$ cat config.mk
export PLATFORM = sky130hd
export DESIGN_NAME = nicm_intr
export DESIGN_NICKNAME = d
export VERILOG_FILES = /design/src/rtl/nicm_pkg.sv /design/src/rtl/nicm_msg_if.sv /design/src/rtl/nicm_msg.sv /design/src/rtl/nicm_intr.sv
export VERILOG_INCLUDE_DIRS = /design/src /design/src/rtl
export SDC_FILE = /design/constraint.sdc
export NUM_CORES = 1
export LEC_CHECK = 0
export ABC_AREA = 1
export BUFFER_PORTS_ARGS = -buffer_cell sky130_fd_sc_hd__buf_4
export CORE_AREA = 10 10 115 194
export DETAILED_ROUTE_END_ITERATION = 8
export DIE_AREA = 0 0 125 204
export PLACE_DENSITY_LB_ADDON = 0.12
export SLEW_MARGIN = 30
export SYNTH_ARGS = -nofsm -noshare
export SYNTH_HDL_FRONTEND = slang
export SYNTH_SLANG_ARGS = --single-unit
$ cat constraint.sdc
create_clock -name clk -period 1.6 [get_ports clk]
set_clock_uncertainty 0.05 [all_clocks]
set_input_delay 0.08 -clock clk [delete_from_list [all_inputs] [get_ports clk]]
set_output_delay 0.08 -clock clk [all_outputs]
set_load 0.01 [all_outputs]
$ cat src/rtl/nicm_defines.svh
`ifndef NICM_DEFINES_SVH
`define NICM_DEFINES_SVH

`define NICM_W 32
`define NICM_AW 64
`define NICM_MW 32
`define NICM_CAUSE_RST 32'h0000_0000
`define NICM_MASK_RST 32'h0000_0000
`define NICM_ZERO 32'h0000_0000
`define NICM_SEL_CAUSE 1'h0
`define NICM_SEL_MASK 1'h1
`define NICM_ADDR_RST 64'h0000_0000_0000_0000

`endif

$ cat src/rtl/nicm_pkg.sv
`include "nicm_defines.svh"

package nicm_pkg;

    typedef logic [`NICM_W-1:0] nicm_bits_t;
    typedef logic [`NICM_AW-1:0] nicm_addr_t;
    typedef logic [`NICM_MW-1:0] nicm_data_t;

    typedef enum logic [2:0] {
        NICM_MSG_IDLE = 3'h1,
        NICM_MSG_REQ = 3'h2,
        NICM_MSG_GAP = 3'h4
    } nicm_msg_state_t;

endpackage

$ cat src/rtl/nicm_msg_if.sv
`timescale 1ns/100ps

interface nicm_msg_if;
    import nicm_pkg::*;

    logic fire;
    nicm_addr_t addr;
    nicm_data_t data;

    modport core (output fire, output addr, output data);
    modport msg (input fire, input addr, input data);
endinterface

$ cat src/rtl/nicm_msg.sv
`timescale 1ns/100ps
`include "nicm_defines.svh"

// message-signalled write engine: one write per fire, fires arriving while busy merge into one pending write, held until accepted
module nicm_msg
    import nicm_pkg::*;
(
    input wire logic clk,
    input wire logic rst_n,
    nicm_msg_if.msg link,
    input wire logic msg_ack,
    output logic msg_req,
    output nicm_addr_t msg_addr,
    output nicm_data_t msg_data
);

    nicm_msg_state_t state;
    nicm_msg_state_t next_state;
    logic owed;
    logic next_owed;
    logic next_msg_req;
    nicm_addr_t next_msg_addr;
    nicm_data_t next_msg_data;

    always_comb begin
        next_state = state;
        next_owed = owed | link.fire;
        next_msg_req = msg_req;
        next_msg_addr = msg_addr;
        next_msg_data = msg_data;
        case (state)
            NICM_MSG_IDLE: begin
                if (next_owed) begin
                    next_state = NICM_MSG_REQ;
                    next_owed = 1'h0;
                    next_msg_req = 1'h1;
                    next_msg_addr = link.addr;
                    next_msg_data = link.data;
                end
            end
            NICM_MSG_REQ: begin
                if (msg_ack) begin
                    next_state = NICM_MSG_GAP;
                    next_msg_req = 1'h0;
                end
            end
            NICM_MSG_GAP: begin
                next_state = NICM_MSG_IDLE;
            end
            default: begin
                next_state = NICM_MSG_IDLE;
                next_msg_req = 1'h0;
            end
        endcase
    end

    always_ff @(posedge clk) begin
        if (!rst_n) begin
            state <= NICM_MSG_IDLE;
            owed <= 1'h0;
            msg_req <= 1'h0;
            msg_addr <= `NICM_ADDR_RST;
            msg_data <= `NICM_ZERO;
        end else begin
            state <= next_state;
            owed <= next_owed;
            msg_req <= next_msg_req;
            msg_addr <= next_msg_addr;
            msg_data <= next_msg_data;
        end
    end

endmodule

$ cat src/rtl/nicm_intr.sv
`timescale 1ns/100ps
`include "nicm_defines.svh"

module nicm_intr
    import nicm_pkg::*;
(
    input wire logic clk,
    input wire logic rst_n,
    input wire logic [`NICM_W-1:0] hw_event,
    input wire logic cause_set_wr,
    input wire logic [`NICM_W-1:0] cause_set_data,
    input wire logic mask_set_wr,
    input wire logic [`NICM_W-1:0] mask_set_data,
    input wire logic mask_clr_wr,
    input wire logic [`NICM_W-1:0] mask_clr_data,
    input wire logic rd_req,
    input wire logic rd_sel,
    output logic rd_valid,
    output logic [`NICM_W-1:0] rd_data,
    output logic irq,
    input wire logic msg_en,
    input wire logic [`NICM_AW-1:0] msg_cfg_addr,
    input wire logic [`NICM_MW-1:0] msg_cfg_data,
    input wire logic msg_ack,
    output logic msg_req,
    output logic [`NICM_AW-1:0] msg_addr,
    output logic [`NICM_MW-1:0] msg_data
);

    // merge set and clear vectors; clear wins where both name a bit
    function automatic nicm_bits_t merge_bits(
        input nicm_bits_t cur,
        input nicm_bits_t set_v,
        input nicm_bits_t clr_v
    );
        merge_bits = (cur & ~clr_v) | (set_v & ~clr_v);
    endfunction

    // gate a write vector by its strobe
    function automatic nicm_bits_t gate(
        input logic en,
        input nicm_bits_t v
    );
        gate = en ? v : `NICM_ZERO;
    endfunction

    nicm_bits_t cause;
    nicm_bits_t next_cause;
    nicm_bits_t mask;
    nicm_bits_t next_mask;
    nicm_bits_t armed;
    nicm_bits_t next_armed;
    nicm_bits_t incoming;
    nicm_bits_t cause_clr;
    logic cause_rd;
    logic mask_rd;

    logic next_rd_valid;
    nicm_bits_t next_rd_data;
    logic next_irq;
    logic msg_fire;
    logic next_msg_fire;

    nicm_msg_if msg_link ();

    assign cause_rd = rd_req & (rd_sel == `NICM_SEL_CAUSE);
    assign mask_rd = rd_req & (rd_sel == `NICM_SEL_MASK);

    // cause register: single view of every source
    always_comb begin
        incoming = hw_event | gate(cause_set_wr, cause_set_data);
        cause_clr = gate(cause_rd, cause);
        // new arrivals re-set after the clear term
        next_cause = merge_bits(cause, `NICM_ZERO, cause_clr)
            | incoming;
        // recorded regardless of the mask
        if (!rst_n) begin
            next_cause = `NICM_CAUSE_RST;
        end
    end

    always_ff @(posedge clk) begin
        cause <= next_cause;
    end

    // mask register: set and clear ports, no read-modify-write
    always_comb begin
        next_mask = merge_bits(mask,
            gate(mask_set_wr, mask_set_data),
            gate(mask_clr_wr, mask_clr_data));
        if (!rst_n) begin
            next_mask = `NICM_MASK_RST;
        end
    end

    always_ff @(posedge clk) begin
        mask <= next_mask;
    end

    // read port: one cycle after the request
    always_comb begin
        next_rd_valid = rd_req;
        next_rd_data = rd_data;
        if (cause_rd) begin
            next_rd_data = cause;
        end else if (mask_rd) begin
            next_rd_data = mask;
        end
        if (!rst_n) begin
            next_rd_valid = 1'h0;
            next_rd_data = `NICM_ZERO;
        end
    end

    always_ff @(posedge clk) begin
        rd_valid <= next_rd_valid;
        rd_data <= next_rd_data;
    end

    // interrupt wire, quiet while message delivery is in use
    always_comb begin
        next_irq = (|(next_cause & next_mask)) & ~msg_en;
        if (!rst_n) begin
            next_irq = 1'h0;
        end
    end

    always_ff @(posedge clk) begin
        irq <= next_irq;
    end

    // message trigger: one fire per cycle in which any unmasked bit newly becomes pending; fires while a message is busy merge into one
    always_comb begin
        next_armed = cause & mask;
        next_msg_fire = msg_en & (|(cause & mask & ~armed));
        if (!rst_n) begin
            next_armed = `NICM_ZERO;
            next_msg_fire = 1'h0;
        end
    end

    always_ff @(posedge clk) begin
        armed <= next_armed;
        msg_fire <= next_msg_fire;
    end

    assign msg_link.fire = msg_fire;
    assign msg_link.addr = msg_cfg_addr;
    assign msg_link.data = msg_cfg_data;

    nicm_msg u_msg (
        .clk(clk),
        .rst_n(rst_n),
        .link(msg_link.msg),
        .msg_ack(msg_ack),
        .msg_req(msg_req),
        .msg_addr(msg_addr),
        .msg_data(msg_data)
    );

endmodule

==> results by group, run 1 <==
Critical path
  • Crit Path Category: in2reg
  • CP delay by family, top: buffers and inverters
  • WP data arrival: 2.08 ns
  • Most frequent CP cell: nand2_1
  • Crit path largest cell delay: 0.57 ns
  • Sequence of cells on the critical path: dlygate4sd3_1 -> buf_4 -> nand2_1 -> dlygate4sd3_1 -> nand2_1 -> nor2_2 -> nand2_1 -> nand2_2 -> nor2_2 -> nand2_1 -> nor2_1 -> a21oi_1
  • Slowest CP cell: dlygate4sd3_1
  • Buf/Inv on CP: 3
  • Crit. End Element: register
  • Req. time, crit path: 1.99 ns
  • Worst Path Max Fanout: 2
  • Startpoint types: primary input

Synth
  • Mean area per synthesized cell: 7.46 µm²
  • Synth Area in Simple Gates: 0.238
  • Ys Warns: 0
  • Synthesized area: 8970 µm²
  • Xor and xnor area share after synthesis: 0
  • #FFs+latches synth: 232
  • Post-synthesis mux area share: 0
  • Synth Area in Compound Gates: 0.163
  • Register area share after synthesis: 0.518
  • Synth unique cells: 24
  • Adder-cell area share of the yosys netlist: 0
  • Largest family of logic cells by synthesized area: simple AND/OR/NAND/NOR gates
  • Syn Nets: 1435
  • Mapped Cells: 1202

STA
  • RSZ-0062 raised after global routing: true
  • Post-route setup slack: -0.0914 ns
  • Period utilization: 1.06
  • Final hold vios: 0
  • Setup TNS Final: -0.0914 ns
  • Final number of setup-violating endpoints: 1
  • Max-slew violations: 0
  • Worst-Margin Slew: 0.649 ns
  • Hold WS: 0.0324 ns
  • Fmax: 0.591 GHz
  • Min Tclk post-route: 1.69 ns
  • Slew headroom: 0.567

Layout
  • Layout area overhead: 67.9%
  • Layout net count: 2012
  • Commonest non-fill, non-tap cell in the layout: buf_4
  • Share of layout cells above drive strength 1: 0.247
  • Most frequent cells in the layout: 378 x buf_4, 269 x nor2_1, 234 x dlygate4sd3_1

Clocking
  • Root buffer cell: clkbuf_16
  • Clk_lat worst skew: 0.50 ns
  • CTS buffer count: 22
  • CTS tree: done
  • Clock slew at reported path FFs: 0.06 ns
  • H-tree levels: 1
  • TritonCTS Sinks: 232
  • Clk buf depth: 3

Global route
  • Largest net degree at the start of global routing: 97
  • Gr ovfl total: 0
  • Initial antenna violation count: 9
  • Global-route wire length before repair: 59.8 mm
  • Vias in the first global route: 11414
  • Total Routing Usage GR: 0.284

Detailed routing
  • Post-DRT Antenna Nets: 0
  • Met2 WL post-DR: 19.9 mm
  • Iter 0 DRT Violations: 850
  • DR WL/cell: 18.8 µm
  • M1 WL: 13.2 mm
  • DRC: 0
  • DR top layer: met4
  • Pre-antenna DRT Iters: 7
  • Final WL: 38.4 mm
  • Avg Vias per Cell: 5.21
  • Routed length on met3: 3.43 mm
  • Via count: 10632

Power and ir drop
  • Leakage: 7.33 nW
  • Pwr/cell area: 1020 nW/µm²
  • VDD IR-drop max: 1.18 mV

Place
  • RD Place Congestion: 0.837
  • Dpl hpwl: 23.6 mm
  • Port-buffer cells: 363

Floorplan
  • IO Pins: 364
  • Initial Utilization: 0.469
  • Die Height: 204 µm
  • Row count: 67
  • Die Span X: 125 µm
  • Core ar.: 19100 µm²
  • Die area: 25500 µm²

Min path
  • Worst Hold Class: in2reg

Job
  • Max-Cap Viols: 0

Run status
  • Status: complete, but fails checks
  • Failing checks: setup timing
-- worst min-delay path, delay by kind of cell --
kind | cells | cell delay [ns]
AO/OA/AOI/OAI | 1 | 0.06
AND/OR/NAND/NOR | 1 | 0.07
buffers and inverters | 3 | 0.33
-- report_power, final --
group | internal, mW | switching, mW
registers | 6.30 | 0.304
clock network | 3.06 | 2.21
logic | 1.73 | 1.74
total | 11.1 | 4.25
-- final cells by class --
cell class / instances / area, µm²
Timing Repair Buffer: 623 / 5390
Sequential cell: 232 / 4640
Fill cell: 1208 / 4060
Multi-Input combinational cell: 805 / 3620
Clock buffer: 33 / 673
Inverter: 95 / 357
Tap cell: 241 / 302
Clock inverter: 4 / 48.8
Antenna cell: 9 / 22.5
-- Yosys cell counts (all sizes together) --
master | n | area share
o22a | 1 | 0.00098
a21oi | 84 | 0.047
nand4 | 1 | 0.00070
clkbuf | 32 | 0.013
nand3 | 14 | 0.0078
nand2 | 215 | 0.090
nor2 | 279 | 0.12
o21ai | 115 | 0.064
o211ai | 54 | 0.045
o22ai | 7 | 0.0049
nor3 | 33 | 0.020
or2 | 2 | 0.0014
buf | 38 | 0.028
dfxtp | 232 | 0.52
inv | 95 | 0.040
-- path summary, 6_finish.rpt --
kind | startpoint | to | slack [ns] | depth (start not counted)
max | mask_clr_data[19] | irq | -0.09 | 12
min | rd_sel | rd_data[30] | 0.03 | 5
max reg2reg | u_msg.state[2] | u_msg.msg_addr[47] | 0.09 | 7
min reg2reg | cause[1] | armed[1] | 0.40 | 2
-- sequential cells by signal, indices dropped and copies added, names as in the netlist --
register / flops
u_msg.msg_addr: 64
u_msg.state: 3
u_msg.owed: 1
rd_data: 32
u_msg.msg_req: 1
armed: 32
irq: 1
cause: 32
mask: 32
msg_fire: 1
rd_valid: 1
u_msg.msg_data: 32
-- metal layers --
metal | vias to the layer above | track usage
met2 | 510 | 0.515
met1 | 4994 | 0.285
met5 | - | 0
met4 | 0 | 0.151
met3 | 106 | 0.0836
li1 | 5022 | -
-- kinds of logic (layout without fill, tap and decap cells) --
| logic type | count (synthesis) | after routing |
|---|---|---|
| buf+inv | 165 | 755 |
| compound gates | 261 | 261 |
| other cells | 0 | 9 |
| simple gates | 544 | 544 |
| flops | 232 | 232 |
-- what timing repair did --
item | 4_1_cts | 5_1_grt
endpoints found under the hold margin | 177 | 0
resized for setup | 0 | 11
setup endpoints to repair | 0 | 14
hold buffers | 235 | 0
buffers inserted | 0 | 0
-- stage by stage --
stage | instances | cell area [µm²] | total power, mW | setup slack (ns) | utilization
2_1_floorplan | 1202 | 8970 | 7.99 | 0.228 | -
6_report | 2042 | 15100 | 15.3 | -0.0914 | 0.788
3_3_place_gp | 1760 | 11900 | 9.44 | 0.173 | 0.623
3_5_place_dp | 1760 | 11900 | 9.49 | 0.146 | 0.623
4_1_cts | 2032 | 15000 | 15.2 | 0.0219 | 0.784
5_1_grt | 2042 | 15100 | 15.9 | -0.140 | 0.788
Power figures use the tool's default switching activity.
==> run 2: changes to the inputs <==
--- a/config.mk
+++ b/config.mk
@@ -8,9 +8,11 @@
 export LEC_CHECK = 0
 export ABC_AREA = 1
 export BUFFER_PORTS_ARGS = -buffer_cell sky130_fd_sc_hd__buf_4
-export CORE_AREA = 10 10 115 194
+export CELL_PAD_IN_SITES_DETAIL_PLACEMENT = 1
+export CELL_PAD_IN_SITES_GLOBAL_PLACEMENT = 2
+export CORE_AREA = 10 10 152 259
 export DETAILED_ROUTE_END_ITERATION = 8
-export DIE_AREA = 0 0 125 204
+export DIE_AREA = 0 0 162 269
 export PLACE_DENSITY_LB_ADDON = 0.12
 export SLEW_MARGIN = 30
 export SYNTH_ARGS = -nofsm -noshare
==> run 2 against run 1 <==
  * The run ends with hold timing left
  * Sequential share of layout area fell by 0.75 points
  * Die area rose by 71%
  * Final cell count rose by 11%
  * Highest routed layer is now met5
  * Largest power group unchanged
==> results by group, run 2 (synthesis gave the netlist of run 1 again) <==
Clocking
  • TritonCTS Sinks: 232 (unchanged)
  • CTS tree: done
  • Root buffer cell: clkbuf_16
  • Clock slew at reported path FFs: 0.06 ns (about the same)
  • Clk_lat worst skew: 0.54 ns (+0.04 ns)
  • CTS buffer count: 25 (+14%)
  • Clk buf depth: 3 (unchanged)
  • H-tree levels: 1 (unchanged)

Place
  • DP Cell Count: 1991 (+13%)
  • Placed Area: 12300 µm² (+3.1%)
  • Port-buffer cells: 363 (unchanged)
  • Setup WS pre-CTS: -0.00650 ns (-0.152 ns)
  • Dpl hpwl: 28.6 mm (+21%)
  • RD Place Congestion: 0.763 (-8.8%)

Layout
  • Fin area: 15400 µm² (+2.5%)
  • Post-route insts no fill: 2266 (+11%)
  • Fill cells: 4263 (+250%)
  • Commonest non-fill, non-tap cell in the layout: buf_4
  • Layout net count: 2015 (+0.15%)
  • Share of layout cells above drive strength 1: 0.252 (+0.00488)
  • Top register by number of flip-flops: u_msg.msg_addr
  • Layout area overhead: 72.1%
  • Max reg flops: 64 (unchanged)
  • Most frequent cells in the layout: 383 x buf_4, 272 x nor2_1, 232 x dfxtp_1

Detailed routing
  • Iter 0 DRT Violations: 358 (-58%)
  • DRC: 0 (unchanged)
  • Pre-antenna DRT Iters: 6 (-1)
  • Via count: 10206 (-4.0%)
  • Post-DRT Antenna Nets: 0 (unchanged)
  • DR WL/cell: 18.6 µm (-0.96%)
  • Final WL: 42.2 mm (+9.9%)
  • Avg Vias per Cell: 4.50 (-13%)

Critical path
  • Slowest CP cell: dfxtp_1
  • Sequence of cells on the critical path: nor3_4 -> inv_2 -> nor2_4 -> inv_2 -> buf_12 -> nor2_1 -> nor2_1
  • Crit Path Category: reg2reg
  • Crit. End Element: register
  • Worst Path Max Fanout: 60 (+58)
  • Startpoint types: register
  • Crit path largest cell delay: 0.34 ns (-0.23 ns)
  • Req. time, crit path: 1.96 ns (-0.03 ns)
  • WP data arrival: 1.89 ns (-0.19 ns)

STA
  • Slew headroom: 0.476 (-0.0913)
  • Post-route setup slack: 0.0754 ns (+0.167 ns)
  • Final hold vios: 3 (+3)
  • Setup TNS Final: 0 ns (+0.0914 ns)
  • Period utilization: 0.953 (-0.104)
  • Worst-Margin Slew: 0.784 ns (+0.134 ns)
  • Max-slew violations: 0 (unchanged)
  • Final number of setup-violating endpoints: 0 (-1)
  • Fmax: 0.656 GHz (+11%)
  • Hold WS: -0.0178 ns (-0.0503 ns)
  • Min Tclk post-route: 1.52 ns (-0.167 ns)
  • RSZ-0062 raised after global routing: true

Floorplan
  • Die Span X: 162 µm (+30%)
  • IO Pins: 364 (unchanged)
  • Die area: 43600 µm² (+71%)
  • Row count: 91 (+36%)
  • Core ar.: 35100 µm² (+83%)
  • Initial Utilization: 0.256 (-0.213)
  • Die Height: 269 µm (+32%)

Power and ir drop
  • VDD IR-drop max: 0.744 mV (-37%)
  • Switch Pwr: 4.52 mW (+6.4%)
  • Sw Ratio: 0.282 (+0.00474)
  • Clock power frac: 0.375 (+0.032)
  • Comb pwr share: 0.214 (-0.012)
  • Leakage: 7.40 nW (+0.98%)
  • Pwr Total: 16.0 mW (+4.6%)
  • Pwr/cell area: 1040 nW/µm² (+2.0%)
  • Power share of the sequential group: 0.411 (-0.020)
  • Int Pwr: 11.5 mW (+3.9%)

Global route
  • Largest net degree at the start of global routing: 97 (unchanged)
  • Total Routing Usage GR: 0.184 (-0.0993)
  • Gr ovfl total: 0 (unchanged)
  • Global-route wire length before repair: 64.1 mm (+7.2%)
  • Initial antenna violation count: 4 (-5)
  • Vias in the first global route: 11417 (+0.026%)

Run status
  • Failing checks: hold timing
  • Status: complete, but fails checks

Job
  • Max-Cap Viols: 0 (unchanged)

Min path
  • Worst Hold Class: in2reg
-- run 2: cell count changes in the layout (fill, tap and decap cells not counted), moves of 2 or more --
cell and change:
diode_2 -5, nor2_1 +3, buf_4 +5, buf_12 +2, clkbuf_16 +2, clkinv_2 +2
nor2_2 -4, dlygate4sd3_1 -6
-- run 2: per-stage QoR --
step | hold slack (ns) | utilization
after floorplan | 0.0991 | -
after global placement | 0.237 | 0.350
after detailed placement | 0.236 | 0.350
after CTS | 0.000248 | 0.439
after global routing | 0.00152 | 0.440
final | -0.0178 | 0.440
-- run 2: power by group through the flow --
stage / Combinational [mW] / Clock, mW / Sequential [mW]
6_report: 3.44 / 6.01 / 6.59
5_1_grt: 3.81 / 6.39 / 6.65
4_1_cts: 3.45 / 6.23 / 6.59
3_5_place_dp: 2.95 / 0 / 6.70
3_3_place_gp: 2.93 / 0 / 6.69
2_1_floorplan: 1.15 / 0 / 6.84
-- run 2: final cells by class --
cell class,count,area (µm²),area share
timing repair buffer,623,5400,0.350
sequential,232,4640,0.301
multi-input combinational,805,3610,0.234
clock buffer,35,733,0.0475
tap,465,582,0.0377
inverter,95,357,0.0231
clock inverter,7,88.8,0.00576
antenna,4,10.0,0.000649
-- run 2: per-layer routing --
| layer | track usage | vias to the layer above | wire, µm |
|---|---|---|---|
| met2 | 0.350 | 273 | 22600 |
| met4 | 0.0535 | 4 | 960 |
| li1 | - | 5021 | - |
| met1 | 0.188 | 4850 | 15800 |
| met5 | 0 | - | 27 |
| met3 | 0.0565 | 58 | 2920 |
-- run 2: timing repair --
action,CTS,global route
endpoints found under the hold margin,178,2
hold buffers,230,2
gates resized for setup,0,11
setup buffers,0,0
setup endpoints to repair,0,42
-- run 2: worst paths after layout --
kind                        from                  to  slack (ns)  cells after the start
setup / recovery  u_msg.state[2]  u_msg.msg_addr[18]        0.08                      7
hold / removal             rst_n             mask[9]       -0.02                      4
setup reg to reg  u_msg.state[2]  u_msg.msg_addr[18]        0.08                      7
hold reg to reg    u_msg.msg_req       u_msg.msg_req        0.42                      2
-- run 2: worst max-delay path, delay by kind of cell (launching register included) --
kind / cells / cell delay, ns
flip-flops: 1 / 0.34
AND/OR/NAND/NOR: 4 / 0.62
buffers and inverters: 3 / 0.33
